--- config.mk ---
export PLATFORM = sky130hd
export DESIGN_NAME = port_cap_regs
export DESIGN_NICKNAME = d
export VERILOG_FILES = /design/src/rtl/port_cap_pkg.sv /design/src/rtl/port_cap_regs.sv
export SDC_FILE = /design/constraint.sdc
export NUM_CORES = 1
export LEC_CHECK = 0
export BUFFER_PORTS_ARGS = -buffer_cell sky130_fd_sc_hd__buf_2
export CORE_MARGIN = 2
export CORE_UTILIZATION = 41
export DETAILED_ROUTE_END_ITERATION = 10
export PLACE_DENSITY = 0.88
export SLEW_MARGIN = 40
export SYNTH_ARGS = -nofsm -noshare
export SYNTH_HDL_FRONTEND = slang
export SYNTH_SLANG_ARGS = --single-unit
--- constraint.sdc ---
create_clock -name clock -period 1.69 [get_ports clock]
set_clock_uncertainty 0.05 [all_clocks]
set_input_delay 0.2535 -clock clock [delete_from_list [all_inputs] [get_ports clock]]
set_output_delay 0.2535 -clock clock [all_outputs]
set_load 0.005 [all_outputs]
--- src/rtl/port_cap_pkg.sv ---
// Constants for the graphics port capability register group.
// Assumes the surrounding configuration header decodes dword addresses.
package port_cap_pkg;
  // ==========================================================
  // Register offsets (byte addresses in configuration space)
  localparam logic [7:0]  CAP_LIST_PTR_OFFSET = 8'h34;
  localparam logic [7:0]  CAP_HEADER_OFFSET   = 8'h44;
  localparam logic [7:0]  CAP_STATUS_OFFSET   = 8'h48;
  localparam logic [7:0]  CAP_COMMAND_OFFSET  = 8'h4C;
  // ==========================================================
  // Header fields
  localparam logic [7:0]  CAP_TYPE_CODE       = 8'h02;
  localparam logic [7:0]  FOLLOWING_ITEM      = 8'h00;
  localparam logic [3:0]  REV_MAJOR           = 4'h1;
  localparam logic [3:0]  REV_MINOR           = 4'h0;
  localparam int          REV_MAJOR_LSB       = 20;
  localparam int          REV_MINOR_LSB       = 16;
  localparam int          FOLLOWING_LSB       = 8;
  // ==========================================================
  // Status fields
  localparam logic [7:0]  MAX_REQUESTS        = 8'h04;
  localparam int          REQUESTS_LSB        = 24;
  localparam int          SIDEBAND_BIT        = 9;
  localparam logic [1:0]  RATE_SUPPORT        = 2'h1;
  // ==========================================================
  // Command fields and reset values
  localparam int          QUEUE_LIMIT_LSB     = 24;
  localparam int          MASTER_BIT          = 8;
  localparam logic [7:0]  QUEUE_LIMIT_RESET   = 8'h00;
  localparam logic        MASTER_RESET        = 1'b0;
  localparam logic [2:0]  RATE_RESET          = 3'h1;
  localparam logic [7:0]  CAP_LIST_PTR_VALUE  = 8'h44;
endpackage

--- src/rtl/port_cap_regs.sv ---
// Graphics port capability registers: header, status and command words.
// Assumes single-cycle configuration reads and writes from the host bus
// interface, with byte enables, synchronous to clock.
//
// How it works
// - Header low byte reads type code 0x02.
// - Following-item pointer reads zero, last entry.
// - Major revision field reads 1.
// - Minor revision field reads 0.
// - Status top byte reads 4 requests.
// - Sideband support bit reads zero.
// - Supported rate field reads binary 01.
// - Sideband switch is read-only zero.
// - Master switch writable, reset clear, drives port_master_switch output and command read bit 8.
// - Rate field writable, resets to 1.
// - List pointer reads 0x44 when strapped, else zero.
`timescale 1ns/10ps
module port_cap_regs
  import port_cap_pkg::*;
(
  // Clock and reset
  input  wire logic        clock,
  input  wire logic        nrst,
  // Configuration access
  input  wire logic        cfg_read,
  input  wire logic        cfg_write,
  input  wire logic [7:0]  cfg_addr,
  input  wire logic [3:0]  cfg_byte_en,
  input  wire logic [31:0] cfg_wdata,
  output logic      [31:0] cfg_rdata,
  // Strap and port controls
  input  wire logic        port_strap,
  output logic             port_master_switch,
  output logic      [2:0]  port_rate,
  output logic      [7:0]  request_queue_limit,
  output logic      [7:0]  capability_list_pointer
);

  // ==========================================================
  // Command word state
  logic [7:0] request_queue_limit_q, request_queue_limit_d;
  logic       port_master_switch_q, port_master_switch_d;
  logic [2:0] rate_q, rate_d;
  logic       strap_q, strap_d;
  logic [31:0] rdata_q, rdata_d;
  logic        cmd_hit;

  assign cmd_hit = cfg_write && (cfg_addr == CAP_COMMAND_OFFSET);

  // Only writable fields capture; reserved bits have no storage
  always_comb begin
    request_queue_limit_d = request_queue_limit_q;
    port_master_switch_d  = port_master_switch_q;
    rate_d                = rate_q;
    strap_d               = port_strap; // strap caught by clock, not by reset
    if (cmd_hit && cfg_byte_en[3]) begin
      request_queue_limit_d = cfg_wdata[QUEUE_LIMIT_LSB +: 8];
    end
    if (cmd_hit && cfg_byte_en[1]) begin
      port_master_switch_d = cfg_wdata[MASTER_BIT];
    end
    if (cmd_hit && cfg_byte_en[0]) begin
      rate_d = cfg_wdata[2:0];
    end
  end

  // Read multiplexer; unmapped offsets return zero
  always_comb begin
    rdata_d = rdata_q;
    if (cfg_read) begin
      if (cfg_addr == CAP_HEADER_OFFSET) begin
        rdata_d = {8'h00,
                   REV_MAJOR,
                   REV_MINOR,
                   FOLLOWING_ITEM,
                   CAP_TYPE_CODE};
      end else if (cfg_addr == CAP_STATUS_OFFSET) begin
        rdata_d = {MAX_REQUESTS,
                   14'h0000,
                   1'b0,
                   7'h00,
                   RATE_SUPPORT};
      end else if (cfg_addr == CAP_COMMAND_OFFSET) begin
        rdata_d = {request_queue_limit_q, 14'h0000,
                   1'b0,
                   port_master_switch_q, 5'h00, rate_q};
      end else if (cfg_addr == CAP_LIST_PTR_OFFSET) begin
        rdata_d = {24'h000000, capability_list_pointer};
      end else begin
        rdata_d = 32'h00000000;
      end
    end
  end

  // Registers; reset only loads constants
  always_ff @(posedge clock) begin
    if (!nrst) begin
      request_queue_limit_q <= QUEUE_LIMIT_RESET;
      port_master_switch_q  <= MASTER_RESET;
      rate_q                <= RATE_RESET;
      strap_q               <= 1'b0;
      rdata_q               <= 32'h00000000;
    end else begin
      request_queue_limit_q <= request_queue_limit_d;
      port_master_switch_q  <= port_master_switch_d;
      rate_q                <= rate_d;
      strap_q               <= strap_d;
      rdata_q               <= rdata_d;
    end
  end

  // Outputs from flip-flops
  assign cfg_rdata               = rdata_q;
  assign port_master_switch      = port_master_switch_q;
  assign port_rate               = rate_q;
  assign request_queue_limit     = request_queue_limit_q;
  assign capability_list_pointer = strap_q ? CAP_LIST_PTR_VALUE : 8'h00;

  // ==========================================================
  // Checks
  // Antecedents other than the constant-bit and reset checks sample nrst, so the releasing edge is never taken as an access
  property p_master_write;
    @(posedge clock) disable iff (!nrst)
      nrst && cmd_hit && cfg_byte_en[1] |=> port_master_switch == $past(cfg_wdata[MASTER_BIT]);
  endproperty
  a_master_write: assert property (p_master_write) else $error("master switch missed write");

  property p_rate_write;
    @(posedge clock) disable iff (!nrst)
      nrst && cmd_hit && cfg_byte_en[0] |=> port_rate == $past(cfg_wdata[2:0]);
  endproperty
  a_rate_write: assert property (p_rate_write) else $error("rate missed write");

  property p_rate_hold;
    @(posedge clock) disable iff (!nrst)
      nrst && !(cmd_hit && cfg_byte_en[0]) |=> $stable(port_rate);
  endproperty
  a_rate_hold: assert property (p_rate_hold) else $error("rate changed without write");

  property p_header;
    @(posedge clock) disable iff (!nrst)
      cfg_read && cfg_addr == CAP_HEADER_OFFSET |=> cfg_rdata == 32'h00100002;
  endproperty
  a_header: assert property (p_header) else $error("header word wrong");

  property p_status;
    @(posedge clock) disable iff (!nrst)
      cfg_read && cfg_addr == CAP_STATUS_OFFSET |=> cfg_rdata == 32'h04000001;
  endproperty
  a_status: assert property (p_status) else $error("status word wrong");

  property p_cmd_reserved;
    @(posedge clock) disable iff (!nrst)
      cfg_read && cfg_addr == CAP_COMMAND_OFFSET |=> (cfg_rdata & 32'h00FFFEF8) == 32'h00000000;
  endproperty
  a_cmd_reserved: assert property (p_cmd_reserved) else $error("command reserved bits set");

  property p_sideband_off;
    @(posedge clock) disable iff (!nrst)
      cfg_read && cfg_addr == CAP_COMMAND_OFFSET |=> !cfg_rdata[SIDEBAND_BIT];
  endproperty
  a_sideband_off: assert property (p_sideband_off) else $error("sideband switch reads one");

  property p_list_ptr;
    @(posedge clock) disable iff (!nrst)
      nrst && port_strap |=> capability_list_pointer == CAP_LIST_PTR_VALUE;
  endproperty
  a_list_ptr: assert property (p_list_ptr) else $error("list pointer wrong when strapped");

  property p_list_ptr_off;
    @(posedge clock) disable iff (!nrst)
      nrst && !port_strap |=> capability_list_pointer == 8'h00;
  endproperty
  a_list_ptr_off: assert property (p_list_ptr_off) else $error("list pointer set without strap");

  property p_master_hold;
    @(posedge clock) disable iff (!nrst)
      nrst && !(cmd_hit && cfg_byte_en[1]) |=> $stable(port_master_switch);
  endproperty
  a_master_hold: assert property (p_master_hold) else $error("master switch changed without write");

  property p_queue_write;
    @(posedge clock) disable iff (!nrst)
      nrst && cmd_hit && cfg_byte_en[3] |=> request_queue_limit == $past(cfg_wdata[QUEUE_LIMIT_LSB +: 8]);
  endproperty
  a_queue_write: assert property (p_queue_write) else $error("queue limit missed write");

  property p_queue_hold;
    @(posedge clock) disable iff (!nrst)
      nrst && !(cmd_hit && cfg_byte_en[3]) |=> $stable(request_queue_limit);
  endproperty
  a_queue_hold: assert property (p_queue_hold) else $error("queue limit changed without write");

  // Reset seen at one edge leaves every register at its reset value at the next
  property p_reset_state;
    @(posedge clock)
      !nrst |=> port_master_switch == MASTER_RESET && port_rate == RATE_RESET &&
                request_queue_limit == QUEUE_LIMIT_RESET && cfg_rdata == 32'h00000000 &&
                capability_list_pointer == 8'h00;
  endproperty
  a_reset_state: assert property (p_reset_state) else $error("register not at reset value");

  property p_list_read;
    @(posedge clock) disable iff (!nrst)
      nrst && cfg_read && cfg_addr == CAP_LIST_PTR_OFFSET |=>
        cfg_rdata == {24'h000000, $past(capability_list_pointer)};
  endproperty
  a_list_read: assert property (p_list_read) else $error("list pointer read wrong");

  property p_cmd_read;
    @(posedge clock) disable iff (!nrst)
      nrst && cfg_read && cfg_addr == CAP_COMMAND_OFFSET |=>
        cfg_rdata[QUEUE_LIMIT_LSB +: 8] == $past(request_queue_limit) &&
        cfg_rdata[MASTER_BIT] == $past(port_master_switch) && cfg_rdata[2:0] == $past(port_rate);
  endproperty
  a_cmd_read: assert property (p_cmd_read) else $error("command read does not match fields");

  property p_unmapped_read;
    @(posedge clock) disable iff (!nrst)
      nrst && cfg_read && cfg_addr != CAP_HEADER_OFFSET && cfg_addr != CAP_STATUS_OFFSET &&
        cfg_addr != CAP_COMMAND_OFFSET && cfg_addr != CAP_LIST_PTR_OFFSET |=> cfg_rdata == 32'h00000000;
  endproperty
  a_unmapped_read: assert property (p_unmapped_read) else $error("unmapped read not zero");

  property p_status_sideband;
    @(posedge clock) disable iff (!nrst)
      cfg_read && cfg_addr == CAP_STATUS_OFFSET |=> !cfg_rdata[SIDEBAND_BIT];
  endproperty
  a_status_sideband: assert property (p_status_sideband) else $error("sideband support reads one");

endmodule

After elaboration in Yosys (flattened, before gate mapping)
Index checks and enable logic that the tools add are counted.
- reductions and logical operators: 4
- multiplexer cells: 5
- eq/ne operators: 4
- operators by type and width (operator ; count):
    32-bit two-way mux ; 3
    8-bit by 7-bit == test with 1-bit output (second input constant) ; 3
    7-bit two-way mux ; 2
    8-bit by 6-bit == test with 1-bit output (second input constant) ; 1
    1-bit logical AND ; 4
- bits in registers: 45
- word-level logic and storage cells: 18
- input port bits: 49

Logic depth before layout (Yosys ltp)
Gate-level depths: netlist (run 1).
- depth after elaboration: 5
- mapped depth: 5

Worst setup path before layout (run 1)
OpenSTA, ideal clock, no wires.
- path type: input port to flip-flop
- start point: input port cfg_addr[4]
- end point: register rate_q[0], in the netlist port_rate[0]
- required time: 1511 ps
- setup slack: 293 ps
- path buffers: 1
- arrival: 1218 ps
- stages: 5
- library setup time: 129 ps
- path through: nor4b_4 and4_1 buf_2 mux2i_1 nand2_1
- longest elaborated chain between the ends: 3
- ends and longest elaborated chain (item ; RTL line ; RTL):
    from (decl) ; port_cap_regs.sv:27 ; input wire logic [7:0] cfg_addr,
    8-bit by 7-bit == test with 1-bit output ; port_cap_regs.sv:48 ; assign cmd_hit = cfg_write && (cfg_addr == CAP_COMMAND_OFFSET);
    1-bit logical AND ; port_cap_regs.sv:48 ;
    1-bit logical AND ; port_cap_regs.sv:62 ; if (cmd_hit && cfg_byte_en[0]) begin
    to (signal assigned) ; port_cap_regs.sv:106 ; rate_q <= rate_d;
    to (decl) ; port_cap_regs.sv:43 ; logic [2:0] rate_q, rate_d;
No other way between the ends.
A chain may end at the register's enable or synchronous reset.

Final worst setup path (run 1)
- start point: input port cfg_addr[2]
- end point: register rate_q[0], in the netlist port_rate[0]
Same word-level chain as after synthesis.

==> reports/metrics.cfg, run 1 <==
[detailed_routing]
drtAntennaViolNets=0
vias=1162
viasPerCell=4.611
drt_iter0_drc=58
dr_wl_met3_um=218
wl_um=2776
drc_errors=0
dr_wl_met2_um=1391
wire_per_inst_um=11.02
top_layer_used=met4
dr.pass1.iters=6
met1Wirelength_um=1137

[placement]
place_hpwl_um=2169
gp_congestion=0.7492
dpl_cell_area_mm2=0.001633
io_buffers=55

[finish]
drive_gt1_share_pct=40.78
n_antenna_cell=0
fin_area_mm2=0.001659
seq_area_um2=540.5
final_net_count=256
multi_input_area_um2=733.2
fill_cells=366
fin_util_pct=49.33
area_growth_pct=13.92

[yosys]
muxShareOfSynthArea_pct=2.062
syn_area_per_cell_um2=9.336
synth_top_family_by_area=simple AND/OR/NAND/NOR gates
synth_xor_xnor_area_share_pct=0.6014
netlist_area_mm2=0.001456
synth.distinct_cells=33
synth_cells=156
ys_seq_area_share_pct=37.11
synth_compound_area_share_pct=14.60
yosys_warnings=0
synth-adder-area-share_pct=0
synth_seq_cells=27
synth_simple_gate_area_share_pct=26.89

[status]
status=finished, final reports clean

[clocking]
cts.sinks=27
cts_made_buffers=3
cts_setup_buffers=0
postCtsHoldBufs=0
htree_levels=1
clk_latency_ns=0.31
cts-resized-gates=0
clock_path_buffers=2
cts.clk_slew.worst_paths_ns=0.14
clock-root-buffer=clkbuf_4
cts_tree=done

[power]
p_total_uw=1022
p_per_area_mw_per_mm2=616.3
p_leak_uw=0.0007546
ir_drop_uv=255.3

[die]
die_x_um=63.60
die_area_mm2=0.004045
core_area_mm2=0.003363
die_y_um=63.60
rows=21
ioPinCount=101
initial_core_util_pct=43.30

[sta]
setup_violations=0
period_minus_slack_ns=1.266
finalHoldViolations=0
timing.setup.tns_ns=0
rsz0062_at_grt=false
fin_crit_sh_pct=74.91
slew_violations=0
timing.fmax_mhz=789.9

[worst_hold_path]
min_path_type=primary input to flop
hold_depth=2

[critical_path]
reg2regPathDepth=3
cp_max_fo=5
critPathKind=primary input to flop
endpoint=port_rate[0]
crit_arrival_ns=1.43
end_kind=flop
reg2reg_setup_slack_ns=0.79
worst-path-buf-inv=1
worstReg2RegEnd=cfg_rdata[2]
crit_chain=buf_2, nor4bb_1, and4_1, mux2i_1, nand2_1
slowest_delay_ns=0.42
required_ns=1.85
r2r-start=strap_q
start_kind=primary input
crit_family=simple AND/OR/NAND/NOR gates
path_depth=5
cp_slowest_cell=nor4bb_1
critPathLaunch=cfg_addr[2]

[grt]
grt_max_degree=26
antenna_found_initial=0
grt.total_usage_pct=14.65
grt_overflow=0
grt_pass1_wl_um=4767
grt_pass1_vias=1049

[flow_run]
drv_cap=0

==> power breakdown <==
| part | leakage (uW) | internal, uW | switching [uW] | total (uW) |
|---|---|---|---|---|
| clock | 0.0000150 | 92.1 | 173 | 265 |
| combinational | 0.000522 | 50.4 | 64.6 | 115 |
| sequential | 0.000218 | 640 | 2.09 | 642 |
| total | 0.000755 | 783 | 240 | 1020 |
==> layout by cell type (no fill, tap or decap), drive strengths merged, types with 3 or more instances in the layout <==
| master | Yosys | layout |
|---|---|---|
| nand2 | 16 | 16 |
| and3 | 3 | 3 |
| buf | 31 | 58 |
| conb | 1 | 24 |
| nand3 | 19 | 19 |
| mux2i | 3 | 3 |
| o21ai | 16 | 16 |
| dfxtp | 27 | 27 |
| clkbuf | 4 | 4 |
| a21boi | 9 | 9 |
| nand2b | 8 | 8 |
==> worst register-to-register path: cells and delay by family (launching register included) <==
kind / cells / cell delay, ns
compound gates: 2 / 0.23
flops: 1 / 0.34
simple gates: 1 / 0.17
==> through the flow <==
stage	hold slack [ns]	setup slack (ns)	cells
2_1_floorplan	0.3308	0.2934	179
6_report	0.08533	0.4240	252
4_1_cts	0.07654	0.4382	252
5_1_grt	0.09095	0.3685	252
3_3_place_gp	0.4094	0.2132	248
3_5_place_dp	0.4123	0.09759	248
==> sequential cells by signal, summed over array words and instances (netlist names) <==
name                 count
cfg_rdata               14
request_queue_limit      8
port_rate                3
port_master_switch       1
strap_q                  1
==> cell type report <==
cell class,count,share of cell area (%)
Clock buffer,4,1.584
Inverter,1,0.2262
Multi-Input combinational cell,116,44.19
Sequential cell,27,32.58
Tap cell,46,3.469
Timing Repair Buffer,58,17.95
==> per-layer routing <==
layer  global-route usage [%]  vias up
met5                        0        -
met2                    24.61       48
met3                    1.786        2
li1                         -      584
met1                    19.03      528
met4                    5.707        0
==> kinds of logic after synthesis <==
logic type             count (synthesis)
flip-flops                            27
XOR/XNOR                               1
other                                  1
AND/OR/NAND/NOR                       59
buffers and inverters                 36
multiplexers                           3
AO/OA/AOI/OAI                         29
==> cells in the mapped netlist <==
master / n / area, um^2
clkbuf_1: 4 / 15.01
dfxtp_1: 27 / 540.5
nand3b_1: 2 / 15.01
buf_4: 27 / 202.7
and4_1: 1 / 8.760
buf_6: 2 / 22.52
nand3_2: 8 / 80.08
nand3_1: 11 / 55.05
buf_2: 1 / 5.000
and3_1: 2 / 12.51
conb_1: 1 / 3.750
a31o_2: 1 / 8.760
a21boi_0: 1 / 7.510
a21boi_2: 8 / 90.09
nand2b_1: 8 / 50.05
o21ai_0: 16 / 80.08
nor4b_1: 1 / 8.760
nor4bb_1: 2 / 20.02
o22ai_2: 1 / 12.51
nor2b_1: 1 / 6.260
and2_4: 1 / 8.760
nor4b_4: 1 / 23.77
and3_2: 1 / 7.510
nand4_4: 1 / 21.27
buf_12: 1 / 20.02
inv_1: 1 / 3.750
a21oi_2: 1 / 8.760
and2_1: 1 / 6.260
mux2i_1: 3 / 30.03
xor2_1: 1 / 8.760
nor2_1: 2 / 7.510
nand2_1: 16 / 60.06
a21oi_1: 1 / 5.000
==> how the worst min path moves through the flow <==
stage / from / endpoint / slack, ns
2_1_floorplan: port_strap / strap_q / 0.33
3_3_place_gp: cfg_rdata[8] / cfg_rdata[8] / 0.41
3_5_place_dp: cfg_rdata[29] / cfg_rdata[29] / 0.41
4_1_cts: port_strap / strap_q / 0.08
5_1_grt: port_strap / strap_q / 0.09
6_report: port_strap / strap_q / 0.09
No activity file was read; power rests on OpenSTA's default activity.
==> run 2, diff against run 1 <==
--- a/config.mk
+++ b/config.mk
@@ -7,9 +7,9 @@
 export LEC_CHECK = 0
 export BUFFER_PORTS_ARGS = -buffer_cell sky130_fd_sc_hd__buf_2
 export CORE_MARGIN = 2
-export CORE_UTILIZATION = 41
+export CORE_UTILIZATION = 37
 export DETAILED_ROUTE_END_ITERATION = 10
-export PLACE_DENSITY = 0.88
+export PLACE_DENSITY = 0.84
 export SLEW_MARGIN = 40
 export SYNTH_ARGS = -nofsm -noshare
 export SYNTH_HDL_FRONTEND = slang
==> constraint.sdc (replaced) <==
create_clock -name clock -period 1.14 [get_ports clock]
set_clock_uncertainty 0.05 [all_clocks]
set_input_delay 0.171 -clock clock [delete_from_list [all_inputs] [get_ports clock]]
set_output_delay 0.171 -clock clock [all_outputs]
set_load 0.005 [all_outputs]
==> run 2 against run 1 <==
Clock power rose by 98%. Routed wire length rose by 2.2%. Power rose by 64%. Largest power group unchanged.
==> reports/metrics.cfg, run 2 (same netlist as run 1, synthesis figures left out) <==
[finish]
final_common_cell=buf_2
final_net_count=265  ; +3.5%
fin_area_mm2=0.001831  ; +10%
layout_common_cells=55 x buf_2, 27 x dfxtp_1, 24 x conb_1
largest_reg_flops=14  ; unchanged
multi_input_area_um2=752.0  ; +2.6%
area_growth_pct=25.69
fill_cells=363  ; -0.82%
n_antenna_cell=0  ; unchanged
seq_area_um2=540.5  ; unchanged
drive_gt1_share_pct=45.58  ; +4.8 points
fin_cells=263  ; +4.4%

[power]
p_comb_share_pct=11.8  ; +0.5 points
power_switching_uw=385.0  ; +61%
ir_drop_uv=351.2  ; +38%
power.internal_uw=1287  ; +64%
power_frac_clock_pct=31.4  ; +5.5 points
p_leak_uw=0.0008301  ; +10%
power_frac_seq_pct=56.9  ; -5.9 points
p_per_area_mw_per_mm2=913.4  ; +48%
switching_share_pct=23.03  ; -0.41 points

[detailed_routing]
wl_um=2838  ; +2.2%
drc_errors=0  ; unchanged
dr.pass1.iters=4  ; -2
wire_per_inst_um=10.79  ; -2.0%
drtAntennaViolNets=0  ; unchanged
viasPerCell=4.513  ; -2.1%
drt_iter0_drc=41  ; -29%
vias=1187  ; +2.2%

[die]
die_x_um=66.74  ; +4.9%
die_area_mm2=0.004454  ; +10%
rows=22  ; +4.8%
die_y_um=66.74  ; +4.9%
ioPinCount=101  ; unchanged
initial_core_util_pct=39.19  ; -4.1 points
core_area_mm2=0.003716  ; +10%

[clocking]
clk_latency_ns=0.26  ; -0.05 ns
cts.sinks=27  ; unchanged
cts.clk_slew.worst_paths_ns=0.09  ; -0.05 ns
htree_levels=1  ; unchanged
cts_tree=done
postCtsHoldBufs=0  ; unchanged
clock-root-buffer=clkbuf_8
clock_path_buffers=2  ; unchanged
cts_made_buffers=3  ; unchanged

[sta]
finalHoldViolations=0  ; unchanged
slew_violations=0  ; unchanged
setup_violations=0  ; unchanged
fin_crit_sh_pct=92.76
period_minus_slack_ns=1.057
timing.fmax_mhz=945.6
timing.setup.tns_ns=0  ; unchanged
worst_slack_ns=0.08252  ; -0.3415 ns

[critical_path]
start_kind=primary input
cp_max_fo=16  ; +11
critPathKind=primary input to flop
crit_arrival_ns=1.18  ; -0.25 ns
required_ns=1.26  ; -0.59 ns
end_kind=flop
reg2regPathDepth=3  ; unchanged

[grt]
grt.total_usage_pct=13.07  ; -1.6 points
grt_pass1_wl_um=4533  ; -4.9%
antenna_found_initial=0  ; unchanged
grt_pass1_vias=1046  ; -0.29%
grt_overflow=0  ; unchanged
grt_max_degree=39  ; +50%

[placement]
pre_cts_ws_ns=-0.2073  ; -0.3049 ns
post-place-cells=258  ; +4.0%
dpl_cell_area_mm2=0.001765  ; +8.1%
place_hpwl_um=2281  ; +5.2%
gp_congestion=0.7630  ; +1.8%
io_buffers=55  ; unchanged

[worst_hold_path]
min_path_type=primary input to flop
hold_depth=2  ; unchanged

[flow_run]
drv_cap=0  ; unchanged

[status]
status=finished, final reports clean

-- run 2: changes by cell type in the layout (fill, tap and decap cells not counted), sizes merged --
cell | before | now
buf | 58 | 67
clkbuf | 4 | 3
clkinv | 0 | 1
-- run 2: repair_timing --
item / 4_1_cts / 5_1_grt
buffers inserted: 0 / 1
setup endpoints to repair: 0 / 7
resized for setup: 0 / 4
-- run 2: through the flow --
stage / hold slack [ns] / util (%) / total power, uW
final: 0.05746 / 49.26 / 1672
after global routing: 0.07815 / 49.26 / 1755
after CTS: 0.05298 / 48.75 / 1684
after detailed placement: 0.3319 / 47.51 / 1167
after global placement: 0.3279 / 47.51 / 1165
after floorplan: 0.2483 / - / 1132
-- run 2: worst max-delay path, stage by stage --
cell and delay, ns:
buf_2 0.12, nor4b_4 0.32, buf_4 0.19, nand4_4 0.08, buf_12 0.17, nand3_1 0.07
o21ai_1 0.06
-- run 2: layout make-up --
class	instances	share of cell area, %
Clock buffer	3	2.256
Timing Repair Buffer	67	23.38
Inverter	1	0.2051
Multi-Input combinational cell	116	41.08
Clock inverter	1	0.2734
Sequential cell	27	29.53
Tap cell	48	3.281
-- run 2: metal layers --
layer	GRT usage (%)	wire length, um	part of all wire, %
met1	14.79	1179	42
met2	23.13	1371	48
met3	3.378	255	9.0
met4	5.357	32	1.1
met5	0	0	0
-- run 2: power by group through the flow --
stage                     Clock [uW]  Combinational, uW  Sequential (uW)
after floorplan                    0                158              973
after global placement             0                192              973
after detailed placement           0                194              973
after CTS                        540                194              951
after global routing             583                221              952
final                            524                197              951
-- run 2: final timing paths --
path                                   start                endpoint  slack (ns)
worst min-delay path              port_strap                 strap_q        0.06
worst min register to register  port_rate[1]            cfg_rdata[1]        0.43
worst max-delay path             cfg_addr[4]  request_queue_limit[1]        0.08
worst max register to register       strap_q            cfg_rdata[2]        0.28
==> run 3, diff against run 2 <==
--- a/config.mk
+++ b/config.mk
@@ -10,6 +10,7 @@
 export CORE_UTILIZATION = 37
 export DETAILED_ROUTE_END_ITERATION = 10
 export PLACE_DENSITY = 0.84
+export REMOVE_ABC_BUFFERS = 1
 export SLEW_MARGIN = 40
 export SYNTH_ARGS = -nofsm -noshare
 export SYNTH_HDL_FRONTEND = slang
==> run 3 against run 2 <==
Power up 3.7%. Critical path type unchanged. Final cell count up 0.76%. Largest power group unchanged. Via count up 2.4%. Clock-buffer cell count unchanged. Critical endpoint is now port_rate[0].
==> reports/metrics.cfg, run 3 (same netlist as run 1, synthesis figures left out) <==
[die]
die_x_um=66.74  ; unchanged
die_area_mm2=0.004454  ; unchanged
initial_core_util_pct=39.19  ; unchanged
ioPinCount=101  ; unchanged
die_y_um=66.74  ; unchanged
core_area_mm2=0.003716  ; unchanged
rows=22  ; unchanged

[sta]
fin_crit_sh_pct=95.82  ; +3.1 points
slew_violations=0  ; unchanged
setup_violations=0  ; unchanged
timing.fmax_mhz=915.4  ; -3.2%
fin_hold_ws_ns=0.05524  ; -0.002220 ns
finalHoldViolations=0  ; unchanged
period_minus_slack_ns=1.092  ; +0.03492 ns
rsz0062_at_grt=true

[placement]
dpl_cell_area_mm2=0.001705  ; -3.4%
post-place-cells=256  ; -0.78%
io_buffers=55  ; unchanged
place_hpwl_um=2347  ; +2.9%
gp_congestion=0.8534  ; +12%

[clocking]
clock-root-buffer=clkbuf_8
cts_tree=done
postCtsHoldBufs=0  ; unchanged
cts.clk_slew.worst_paths_ns=0.09  ; about the same
clk_latency_ns=0.28  ; +0.02 ns
clock_path_buffers=2  ; unchanged
cts_made_buffers=3  ; unchanged
htree_levels=1  ; unchanged
cts.sinks=27  ; unchanged

[grt]
grt_pass1_wl_um=4864  ; +7.3%
grt_pass1_vias=1066  ; +1.9%
grt_overflow=0  ; unchanged
antenna_found_initial=0  ; unchanged
grt_max_degree=39  ; unchanged
grt.total_usage_pct=14.34  ; +1.3 points

[detailed_routing]
dr_wl_met2_um=1769  ; +29%
drtAntennaViolNets=0  ; unchanged
dr_wl_met3_um=184  ; -28%
viasPerCell=4.585  ; +1.6%
drc_errors=0  ; unchanged
wire_per_inst_um=12.70  ; +18%
met1Wirelength_um=1329  ; +13%
dr.pass1.iters=2  ; -2
top_layer_used=met4
drt_iter0_drc=35  ; -15%
wl_um=3365  ; +19%
vias=1215  ; +2.4%

[status]
status=finished, final reports clean

[critical_path]
slowest_delay_ns=0.25  ; -0.07 ns
crit_arrival_ns=1.21  ; +0.03 ns
end_kind=flop
crit_chain=buf_6, nor4b_4, buf_4, and4_4, mux2i_1, nand2_1
crit_family=simple AND/OR/NAND/NOR gates
required_ns=1.26  ; about the same
cp_max_fo=5  ; -11
worst-path-buf-inv=2  ; -1
reg2regPathDepth=3  ; unchanged
path_depth=6  ; -1
cp_slowest_cell=nor4b_4
critPathKind=primary input to flop
start_kind=primary input

[power]
p_leak_uw=0.0008477  ; +2.1%
p_total_uw=1733  ; +3.7%
power_frac_clock_pct=32.3  ; +0.9 points
power.internal_uw=1303  ; +1.3%
p_per_area_mw_per_mm2=937.8  ; +2.7%
power_frac_seq_pct=54.9  ; -2.0 points
switching_share_pct=24.80  ; +1.8 points
power_switching_uw=429.8  ; +12%
ir_drop_uv=393.7  ; +12%
p_comb_share_pct=12.8  ; +1.0 points

[finish]
final_common_cell=buf_2
drive_gt1_share_pct=46.08  ; +0.50 points
multi_input_area_um2=772.0  ; +2.7%
final_net_count=267  ; +0.75%
area_growth_pct=26.89
seq_area_um2=540.5  ; unchanged
layout_common_cells=53 x buf_2, 27 x dfxtp_1, 24 x conb_1
fin_cells=265  ; +0.76%
n_antenna_cell=0  ; unchanged
fin_util_pct=49.73  ; +0.47 points
fin_area_mm2=0.001848  ; +0.96%
largest_reg_flops=14  ; unchanged
fill_cells=377  ; +3.9%

[worst_hold_path]
hold_depth=2  ; unchanged
min_path_type=primary input to flop

[flow_run]
drv_cap=0  ; unchanged

## run 3: final timing paths
check | end | slack (ns) | startpoint
max | port_rate[0] | 0.05 | cfg_addr[5]
min | strap_q | 0.06 | port_strap
max reg2reg | cfg_rdata[2] | 0.29 | strap_q
min reg2reg | cfg_rdata[29] | 0.43 | cfg_rdata[29]
## run 3: area by class of cell
class	instances	area share [%]
multi-input cells	117	41.77
flip-flops and latches	27	29.25
repair buffers	68	22.88
well taps	48	3.250
clock buffers	3	2.234
clock inverters	1	0.4062
inverters	1	0.2031
## run 3: power by group through the flow
| stage | sequential [uW] | combinational (uW) | clock [uW] |
|---|---|---|---|
| 3_5_place_dp | 973 | 196 | 0 |
| 6_report | 951 | 222 | 561 |
| 2_1_floorplan | 974 | 63.6 | 0 |
| 3_3_place_gp | 973 | 193 | 0 |
| 4_1_cts | 951 | 201 | 568 |
| 5_1_grt | 952 | 241 | 604 |
## run 3: layer usage
metal | track usage [%] | vias up
li1 | - | 607
met4 | 6.888 | 0
met5 | 0 | -
met1 | 15.60 | 566
met3 | 2.196 | 6
met2 | 26.75 | 36
## run 3: what timing repair did
action                     4_1_cts  5_1_grt
gates cloned                     0        1
setup endpoints to repair       11       15
setup buffers                    1        3
resized for setup                3        8
pin swaps                        1        4
## run 3: worst register-to-register path, cell delays in order, from the launching register on
cell	delay, ns
dfxtp_1	0.32
and3_1	0.17
a21oi_2	0.12
o22ai_2	0.09
## run 3: per-stage QoR
| step | setup WS (ns) | TNS (ns) |
|---|---|---|
| 2_1_floorplan | -0.1394 | -0.7669 |
| 3_3_place_gp | -0.2973 | -5.677 |
| 3_5_place_dp | -0.3522 | -6.533 |
| 4_1_cts | 0.01783 | 0 |
| 5_1_grt | -0.01839 | -0.02341 |
| 6_report | 0.04760 | 0 |
